### src/verilog/uart_power_consts.vh
// Constants for the power-gated serial transmit/receive unit
`ifndef UART_POWER_CONSTS_VH
`define UART_POWER_CONSTS_VH
// ----------------------------------------
// Register map
// ----------------------------------------
`define FMC_ADDR 16'hff50
`define FMC_RESET 8'h01
`define TXB_ADDR 16'hff55
`define RXB_ADDR 16'hff52
`define STS_ADDR 16'hff53
`define FLG_ADDR 16'hff54
`define CTL_ADDR 16'hff57
// ----------------------------------------
// Field positions in the frame mode register
// ----------------------------------------
`define FMC_POWER 7
`define FMC_TXE 6
`define FMC_RXE 5
`define FMC_PS_HI 4
`define FMC_PS_LO 3
`define FMC_CL 2
`define FMC_SL 1
// ----------------------------------------
// Control register fields and baud
// ----------------------------------------
`define CTL_BRK_RX 7
`define CTL_BRK_TX 6
`define CTL_INV 1
`define BAUD_DIV_DEFAULT 16'h0082
`define ZERO8 8'h00
`endif

### src/verilog/uart_power_tx.v
// Power-gated serial transmit/receive unit with frame mode register
`default_nettype none
`include "uart_power_consts.vh"
module uart_power_tx #(
  parameter [15:0] BAUD_DIV = `BAUD_DIV_DEFAULT
) (
  input wire ref_clk,
  input wire reset,
  input wire [15:0] cpu_addr,
  input wire [7:0] cpu_wdata,
  input wire [7:0] cpu_wmask,
  input wire cpu_wr,
  output reg [7:0] cpu_rdata,
  input wire serial_input_pin,
  output wire serial_output_pin,
  output wire serial_output_en,
  output wire pins_released,
  output reg transmit_done_interrupt,
  output reg rx_byte_valid
);
  // ----------------------------------------
  // Registers
  // ----------------------------------------
  reg [7:0] frame_mode_control; // Mode, enables and format
  reg [7:0] serial_control_register; // Break bits and invert
  reg [7:0] transmit_holding_buffer;
  reg [10:0] transmit_shift_register; // Data, parity, stop bits
  reg [3:0] tx_bits_left; // Bits still to send
  reg [15:0] tx_baud_cnt;
  reg tx_busy;
  reg tx_line; // Uninverted line level
  reg [1:0] transmit_status_flags; // Bit1 buffer full, bit0 shifting
  reg [7:0] receive_holding_buffer;
  reg [2:0] receive_error_flags;
  reg rx_meta_reg, rx_sync_reg; // Two-stage input synchroniser
  reg rx_busy;
  reg [3:0] rx_bit_idx;
  reg [15:0] rx_baud_cnt;
  reg [7:0] rx_shift;

  wire power_on = frame_mode_control[`FMC_POWER];
  wire tx_en = power_on & frame_mode_control[`FMC_TXE];
  wire rx_en = power_on & frame_mode_control[`FMC_RXE];
  wire [1:0] parity_sel = frame_mode_control[`FMC_PS_HI:`FMC_PS_LO];
  wire eight_bit = frame_mode_control[`FMC_CL];
  wire two_stop = frame_mode_control[`FMC_SL];
  // Input seen as high while unpowered
  wire rx_in = power_on ? rx_sync_reg : 1'b1;

  // ----------------------------------------
  // Pins
  // ----------------------------------------
  // Released as port pins when all three bits are clear
  assign pins_released = ~(frame_mode_control[`FMC_POWER] | frame_mode_control[`FMC_TXE] |
    frame_mode_control[`FMC_RXE]);
  assign serial_output_en = ~pins_released;
  // Unpowered forces the line high; invert only applies while powered
  assign serial_output_pin = power_on ?
    (tx_line ^ serial_control_register[`CTL_INV]) : 1'b1;

  // ----------------------------------------
  // Frame assembly
  // ----------------------------------------
  wire [7:0] tx_data = eight_bit ? transmit_holding_buffer : {1'b0, transmit_holding_buffer[6:0]};
  wire odd_par = ~(^tx_data);
  reg par_bit;
  reg has_par;
  always @* begin
    // Parity bit from the selected mode
    has_par = (parity_sel != 2'b00);
    case (parity_sel)
      2'b01: par_bit = 1'b0;
      2'b10: par_bit = odd_par;
      2'b11: par_bit = ~odd_par;
      default: par_bit = 1'b0;
    endcase
  end
  // Bits after start: data, optional parity, one or two stops
  wire [3:0] frame_len = (eight_bit ? 4'h8 : 4'h7) + {3'b000, has_par} + (two_stop ? 4'h2 : 4'h1);
  reg [10:0] frame_bits;
  always @* begin
    // Pack data LSB first, then parity, then stop ones
    frame_bits = 11'h7ff;
    if (eight_bit) begin
      frame_bits[7:0] = tx_data;
      if (has_par) frame_bits[8] = par_bit;
    end else begin
      frame_bits[6:0] = tx_data[6:0];
      if (has_par) frame_bits[7] = par_bit;
    end
  end

  wire txb_write = cpu_wr && (cpu_addr == `TXB_ADDR);
  wire tx_tick = (tx_baud_cnt == BAUD_DIV - 16'h0001);

  // ----------------------------------------
  // Frame mode and control registers
  // ----------------------------------------
  always @(posedge ref_clk) begin
    if (reset) begin
      frame_mode_control <= `FMC_RESET;
      serial_control_register <= `ZERO8;
    end else begin
      // Bit mask lets single-bit and byte writes share one path
      if (cpu_wr && cpu_addr == `FMC_ADDR)
        frame_mode_control <= (frame_mode_control & ~cpu_wmask) |
          (cpu_wdata & cpu_wmask);
      if (cpu_wr && cpu_addr == `CTL_ADDR)
        serial_control_register <= (serial_control_register & ~cpu_wmask) |
          (cpu_wdata & cpu_wmask);
      if (!power_on) begin
        serial_control_register[`CTL_BRK_RX] <= 1'b0;
        serial_control_register[`CTL_BRK_TX] <= 1'b0;
      end
    end
  end

  // ----------------------------------------
  // Transmitter
  // ----------------------------------------
  // Powering down acts as the reset of the clock-gated logic
  always @(posedge ref_clk) begin
    transmit_done_interrupt <= 1'b0;
    if (reset || !power_on) begin
      tx_busy <= 1'b0;
      tx_line <= 1'b1;
      tx_baud_cnt <= 16'h0000;
      tx_bits_left <= 4'h0;
      transmit_shift_register <= 11'h7ff;
      transmit_status_flags <= 2'b00;
      transmit_holding_buffer <= `ZERO8;
    end else if (!tx_en) begin
      tx_busy <= 1'b0;
      tx_line <= 1'b1;
      tx_baud_cnt <= 16'h0000;
      transmit_status_flags <= 2'b00;
    end else if (!tx_busy) begin
      // Stays idle high until a buffer write arrives
      tx_line <= 1'b1;
      if (txb_write) begin
        transmit_holding_buffer <= cpu_wdata;
        transmit_status_flags <= 2'b11;
      end else if (transmit_status_flags[1]) begin
        transmit_shift_register <= frame_bits;
        tx_bits_left <= frame_len;
        tx_line <= 1'b0; // Start bit
        tx_busy <= 1'b1;
        tx_baud_cnt <= 16'h0000;
        transmit_status_flags <= 2'b01;
      end
    end else begin
      tx_baud_cnt <= tx_tick ? 16'h0000 : tx_baud_cnt + 16'h0001;
      if (tx_tick) begin
        if (tx_bits_left == 4'h0) begin
          // Last stop bit has just completed
          tx_busy <= 1'b0;
          transmit_status_flags <= 2'b00;
          transmit_done_interrupt <= 1'b1;
        end else begin
          tx_line <= transmit_shift_register[0];
          transmit_shift_register <= {1'b1, transmit_shift_register[10:1]};
          tx_bits_left <= tx_bits_left - 4'h1;
        end
      end
    end
  end

  // ----------------------------------------
  // Receiver
  // ----------------------------------------
  always @(posedge ref_clk) begin
    // Pin synchroniser runs regardless of power
    if (reset) begin
      rx_meta_reg <= 1'b1;
      rx_sync_reg <= 1'b1;
    end else begin
      rx_meta_reg <= serial_input_pin;
      rx_sync_reg <= rx_meta_reg;
    end
  end

  wire [3:0] rx_last = eight_bit ? 4'h8 : 4'h7;
  always @(posedge ref_clk) begin
    // Single stop bit always; framing error if the stop is low
    rx_byte_valid <= 1'b0;
    if (reset || !power_on) begin
      rx_busy <= 1'b0;
      rx_bit_idx <= 4'h0;
      rx_baud_cnt <= 16'h0000;
      rx_shift <= `ZERO8;
      receive_holding_buffer <= `ZERO8;
      receive_error_flags <= 3'b000;
    end else if (!rx_en) begin
      rx_busy <= 1'b0;
      rx_bit_idx <= 4'h0;
      rx_baud_cnt <= 16'h0000;
    end else if (!rx_busy) begin
      if (!rx_in) begin
        rx_busy <= 1'b1;
        rx_bit_idx <= 4'h0;
        rx_baud_cnt <= BAUD_DIV >> 1; // Sample mid-bit
      end
    end else if (rx_baud_cnt == BAUD_DIV - 16'h0001) begin
      rx_baud_cnt <= 16'h0000;
      rx_bit_idx <= rx_bit_idx + 4'h1;
      if (rx_bit_idx == 4'h0) begin
        if (rx_in) rx_busy <= 1'b0; // False start
      end else if (rx_bit_idx <= rx_last) begin
        rx_shift <= {rx_in, rx_shift[7:1]};
      end else begin
        rx_busy <= 1'b0;
        rx_byte_valid <= 1'b1;
        receive_holding_buffer <= eight_bit ? rx_shift : {1'b0, rx_shift[7:1]};
        receive_error_flags[1] <= ~rx_in;
      end
    end else begin
      rx_baud_cnt <= rx_baud_cnt + 16'h0001;
    end
  end

  // ----------------------------------------
  // Read mux
  // ----------------------------------------
  always @* begin
    case (cpu_addr)
      `FMC_ADDR: cpu_rdata = frame_mode_control;
      `TXB_ADDR: cpu_rdata = transmit_holding_buffer;
      `RXB_ADDR: cpu_rdata = receive_holding_buffer;
      `STS_ADDR: cpu_rdata = {5'b00000, receive_error_flags};
      `FLG_ADDR: cpu_rdata = {6'b000000, transmit_status_flags};
      `CTL_ADDR: cpu_rdata = serial_control_register;
      default: cpu_rdata = `ZERO8;
    endcase
  end
endmodule
`default_nettype wire

### config.mk
export PLATFORM = sky130hd
export DESIGN_NAME = uart_power_tx
export DESIGN_NICKNAME = d
export VERILOG_FILES = /design/src/verilog/uart_power_tx.v
export VERILOG_INCLUDE_DIRS = /design/src /design/src/verilog
export SDC_FILE = /design/constraint.sdc
export NUM_CORES = 1
export LEC_CHECK = 0
export BUFFER_PORTS_ARGS = -buffer_cell sky130_fd_sc_hd__buf_2
export CORE_MARGIN = 1
export CORE_UTILIZATION = 64
export DETAILED_ROUTE_END_ITERATION = 8
export GPL_TIMING_DRIVEN = 0
export PLACE_DENSITY_LB_ADDON = 0.2
export SLEW_MARGIN = 15
export SYNTH_ARGS = -nofsm -noshare
export SYNTH_HDL_FRONTEND = slang
export SYNTH_SLANG_ARGS = --single-unit
### constraint.sdc
create_clock -name ref_clk -period 5.25 [get_ports ref_clk]
set_input_delay 0.2625 -clock ref_clk [delete_from_list [all_inputs] [get_ports ref_clk]]
set_output_delay 0.2625 -clock ref_clk [all_outputs]
set_load 0.02 [all_outputs]
Word level (Yosys, flattened, before mapping)
Index checks and enable logic that the tools add are counted.
- flip-flop bits (word level): 101
- logic and storage cells: 145
- input bits: 36
- output and inout port bits: 13
- bitwise logic cells: 23
- equality and inequality tests: 16
- reduce and logical (&&, ||, !) cells: 25
- mux-type cells: 53
- order comparisons: 1
- add/subtract/negate cells: 6
- operator list (kind ; count):
    $mux W16 ; 7
    $eq A16 B16 Y1 const B ; 6
    $mux W11 ; 5
    $pmux W8 S6 ; 1
    $mux W4 ; 9
    $add A16 B1 Y16 const B ; 2
    $eq A16 B8 Y1 const B ; 2
    $and A8 B8 Y8 ; 3
    $mux W8 ; 3
    $mux W1 ; 22
    $or A8 B8 Y8 ; 2
    $reduce_and A5 Y1 ; 3
    $not A1 Y1 ; 12
    $mux W2 ; 5
    $logic_not A4 Y1 ; 2
    $not A8 Y8 ; 1
    $reduce_and A2 Y1 ; 4
    $reduce_xor A8 Y1 ; 1
    $ne A2 B1 Y1 const B ; 3
    $ne A2 B2 Y1 const B ; 3
    $reduce_and A3 Y1 ; 2
    $reduce_or A2 Y1 ; 3
    $reduce_or A5 Y1 ; 1
    $add A4 B1 Y4 ; 1
    other kinds (15) ; 21

Logic depth before layout (Yosys ltp)
- depth in word-level cells: 9
- depth in mapped cells: 10

Least setup slack after synthesis
OpenSTA, ideal clock, no wires.
- path kind: reg2reg
- start: register with a tool-made name
- end: register receive_holding_buffer[7]
- setup slack: 3.103 ns
- period minus slack after synthesis: 2.147 ns
- stages on the path, launching flop included: 11
- arrival time: 2.076 ns
- cell sequence: dfxtp_1 -> clkbuf_1 -> inv_1 -> ha_1 -> nor2b_1 -> o21a_1 -> o21a_1 -> o21a_1 -> clkbuf_1 -> nand4_1 -> a21oi_1
- RTL lines (item ; line ; RTL):
    end signal, assigned ; uart_power_tx.v:191 ; receive_holding_buffer <= `ZERO8;
    end signal, assigned ; uart_power_tx.v:213 ; receive_holding_buffer <= eight_bit ? rx_shift : {1'b0, rx_shift[7:1]};
    end, declared ; uart_power_tx.v:33 ; reg [7:0] receive_holding_buffer;

Final worst setup path
- start: input cpu_addr[3]
- end: output cpu_rdata[7]
- word-level cells in the longest chain between the ends: 2
- elaborated cells between the ends (all ways): 7
- ends and longest elaborated chain (item ; line ; RTL):
    start, declared ; uart_power_tx.v:9 ; input wire [15:0] cpu_addr,
    $eq A16 B16 Y1 ; uart_power_tx.v:225 ; case (cpu_addr)
    $pmux W8 S6 * ; uart_power_tx.v:225 ;
    end, declared ; uart_power_tx.v:13 ; output reg [7:0] cpu_rdata,
Every way passes the cells marked *; elsewhere a longest branch is shown, timed or not.

==> results.sh <==
export IMPL_slew_limit_headroom_pct=23.1
export IMPL_core_area_sq_mm=0.00773
export IMPL_rows=32
export IMPL_synth_edff_count=0
export IMPL_dp_hpwl_mm=9.21
export IMPL_yosysSeqAreaShare_pct=38.8
export IMPL_ir_drop_uv=175
export IMPL_clock_sinks=99
export IMPL_top_layer="met4"
export IMPL_fp_dieW_um=91.4
export IMPL_pin_count=49
export IMPL_worstSkewPairLatency_ns=0.37
export IMPL_final_common_cell="dfxtp_1"
export IMPL_grt_pass1_vias=4594
export IMPL_track_usage_pct=31.1
export IMPL_synth_area_sq_mm=0.00511
export IMPL_synthArstFlopShare_pct=0
export IMPL_wl_met2_mm=6.13
export IMPL_cellPowerDensity_mw_per_mm2=227
export IMPL_met3_wirelength_um=750
export IMPL_final_cell_area_sq_mm=0.00567
export IMPL_setup_viol=0
export IMPL_min_delay_path_class="primary input to register"
export IMPL_drv_cap=0
export IMPL_cts_repair_resized=0
export IMPL_first_pass_iters=5
export IMPL_wire_per_inst_um=16.1
export IMPL_h_tree_depth=3
export IMPL_grt_pass1_wl_mm=21.0
export IMPL_clockBufferDepth=2
export IMPL_synth_nets=667
export IMPL_drc_errors=0
export IMPL_synth_main_ff_cell="dfxtp_1"
export IMPL_hold_violations=0
export IMPL_synth_seq_cells=99
export IMPL_multi_input_area_sq_mm=0.00293
export IMPL_grt_antenna_before_repair=0
export IMPL_layout_common_cells="dfxtp_1, nor2_1, buf_2"
export IMPL_initial_core_util_pct=66.1
export IMPL_critPathLaunchType="primary input"
export IMPL_num_fill_cells=598
export IMPL_fin_crit_sh_pct=54.9
export IMPL_synth_top_area_cell="dfxtp_1"
export IMPL_fin_nets=723
export IMPL_post_cts_buffers=0
export IMPL_place_congestion=0.879
export IMPL_crit_fanout=10
export IMPL_worst_setup_path_type="primary input to output pin"
export IMPL_holdWs_ns=0.0793
export IMPL_fin_tns_setup_ns=0
export IMPL_regArea_sq_mm=0.00198
export IMPL_diodes=0
export IMPL_yosys_warnings=0
export IMPL_p_leak_nw=2.05
export IMPL_drive_gt1_share_pct=12.3
export IMPL_die_area_sq_mm=0.00835
export IMPL_cp_required_ns=4.99
export IMPL_fin_crit_ns=2.88
export IMPL_rsz0062_at_grt="no"
export IMPL_syn_avg_cell_area_sq_um=8.30
export IMPL_wl_met1_mm=5.44
export IMPL_finalWirelength_mm=12.5
export IMPL_syn_to_final_growth_pct=10.9
export IMPL_grt_overflow=0
export IMPL_ant_nets=0
export IMPL_drt_iter0_drc=331
export IMPL_holdBufCountCts=0
export IMPL_root_buffer="clkbuf_8"
export IMPL_avgViaCountPerCell=6.22
export IMPL_synth_top_area_share_pct=38.8
export IMPL_synth_cell_types=62
export IMPL_io_buffers=45
export IMPL_status="completed"
export IMPL_synth_cells=616
export IMPL_fin_worst_skew_ns=0.0143
export IMPL_final_max_slew_viol_count=0
export IMPL_grt_max_degree=17
export IMPL_cts_tree="built"
export IMPL_worstSetupEndpointType="output pin"
export IMPL_synthTopCellsByArea="dfxtp_1, mux2i_1, nor2_1"
export IMPL_path_clk_slew_ns=0.09
export IMPL_cts_buffers=9
export IMPL_placed_area_sq_mm=0.00546
export IMPL_worst_ep_arrival_time_ns=2.62
export IMPL_die_h_um=91.4
export IMPL_vias=4849
export IMPL_fmax_mhz=347
export IMPL_tightest_slew_ns=1.14
## synth_stat cells (all sizes together), types with 4 or more instances
cell / count
dfxtp: 99
nor2: 75
a21oi: 49
nand2: 42
o21ai: 38
mux2i: 35
nand3: 30
clkbuf: 23
nor3: 19
inv: 18
a22oi: 15
ha: 14
nand4: 14
nor2b: 12
a211oi: 11
xnor2: 11
o211ai: 10
buf: 8
nor3b: 8
or3: 8
and3: 7
nor4: 7
a311oi: 5
a31oi: 5
and2: 5
a21o: 4
nand3b: 4
o22ai: 4
## per-stage QoR
| step | util (%) | worst slack (ns) | power, mW | cells |
|---|---|---|---|---|
| 3_3_place_gp | 70.7 | 2.47 | 0.800 | 763 |
| 5_1_grt | 73.3 | 2.21 | 1.32 | 779 |
| 6_report | 73.3 | 2.37 | 1.29 | 779 |
| 3_5_place_dp | 70.7 | 2.49 | 0.801 | 763 |
| 2_1_floorplan | - | 3.10 | 0.780 | 616 |
| 4_1_cts | 73.3 | 2.43 | 1.29 | 779 |
## worst max-delay path, cell delays in order
cell and delay (ns):
buf_2 0.10, nor4b_2 0.36, nand4_1 0.25, nor3_1 0.60
clkbuf_1 0.43, a22oi_1 0.16, o21ai_0 0.21, buf_2 0.23
## path summary, 6_finish.rpt
kind,start,endpoint,slack (ns),depth (start not counted)
worst max-delay path,cpu_addr[3],cpu_rdata[7],2.37,8
worst min-delay path,serial_input_pin,rx_meta_reg,0.08,2
worst max register to register,register,receive_holding_buffer[1],2.39,10
worst min register to register,rx_meta_reg,rx_sync_reg,0.42,1
## final cells by class
class	count	area share, %
Multi-Input combinational cell	468	51.6
Sequential cell	99	35.0
Timing Repair Buffer	45	3.97
Clock buffer	11	2.50
Buffer	31	2.41
Tap cell	102	2.25
Inverter	18	1.19
Clock inverter	5	1.08
## power breakdown
| group | internal, mW | switching (mW) |
|---|---|---|
| clock network | 0.236 | 0.268 |
| registers | 0.751 | 0.000252 |
| logic | 0.0139 | 0.0188 |
## routing by layer
layer	up-vias	global-route usage, %
li1	2355	-
met1	2300	39.4
met2	168	53.9
met3	26	6.37
met4	0	8.07
met5	-	0
## cell families (layout without fill, tap and decap cells)
family          Yosys count  after routing  synth area share, %
compound gates          157            157                 19.2
mux                      37             37                 7.30
simple gates            246            246                 24.4
flops                    99             99                 38.8
xor+xnor                 13             13                 2.50
buf+inv                  49            110                 3.99
fa+ha+maj                15             15                 3.82
Power figures use the tool's default switching activity.
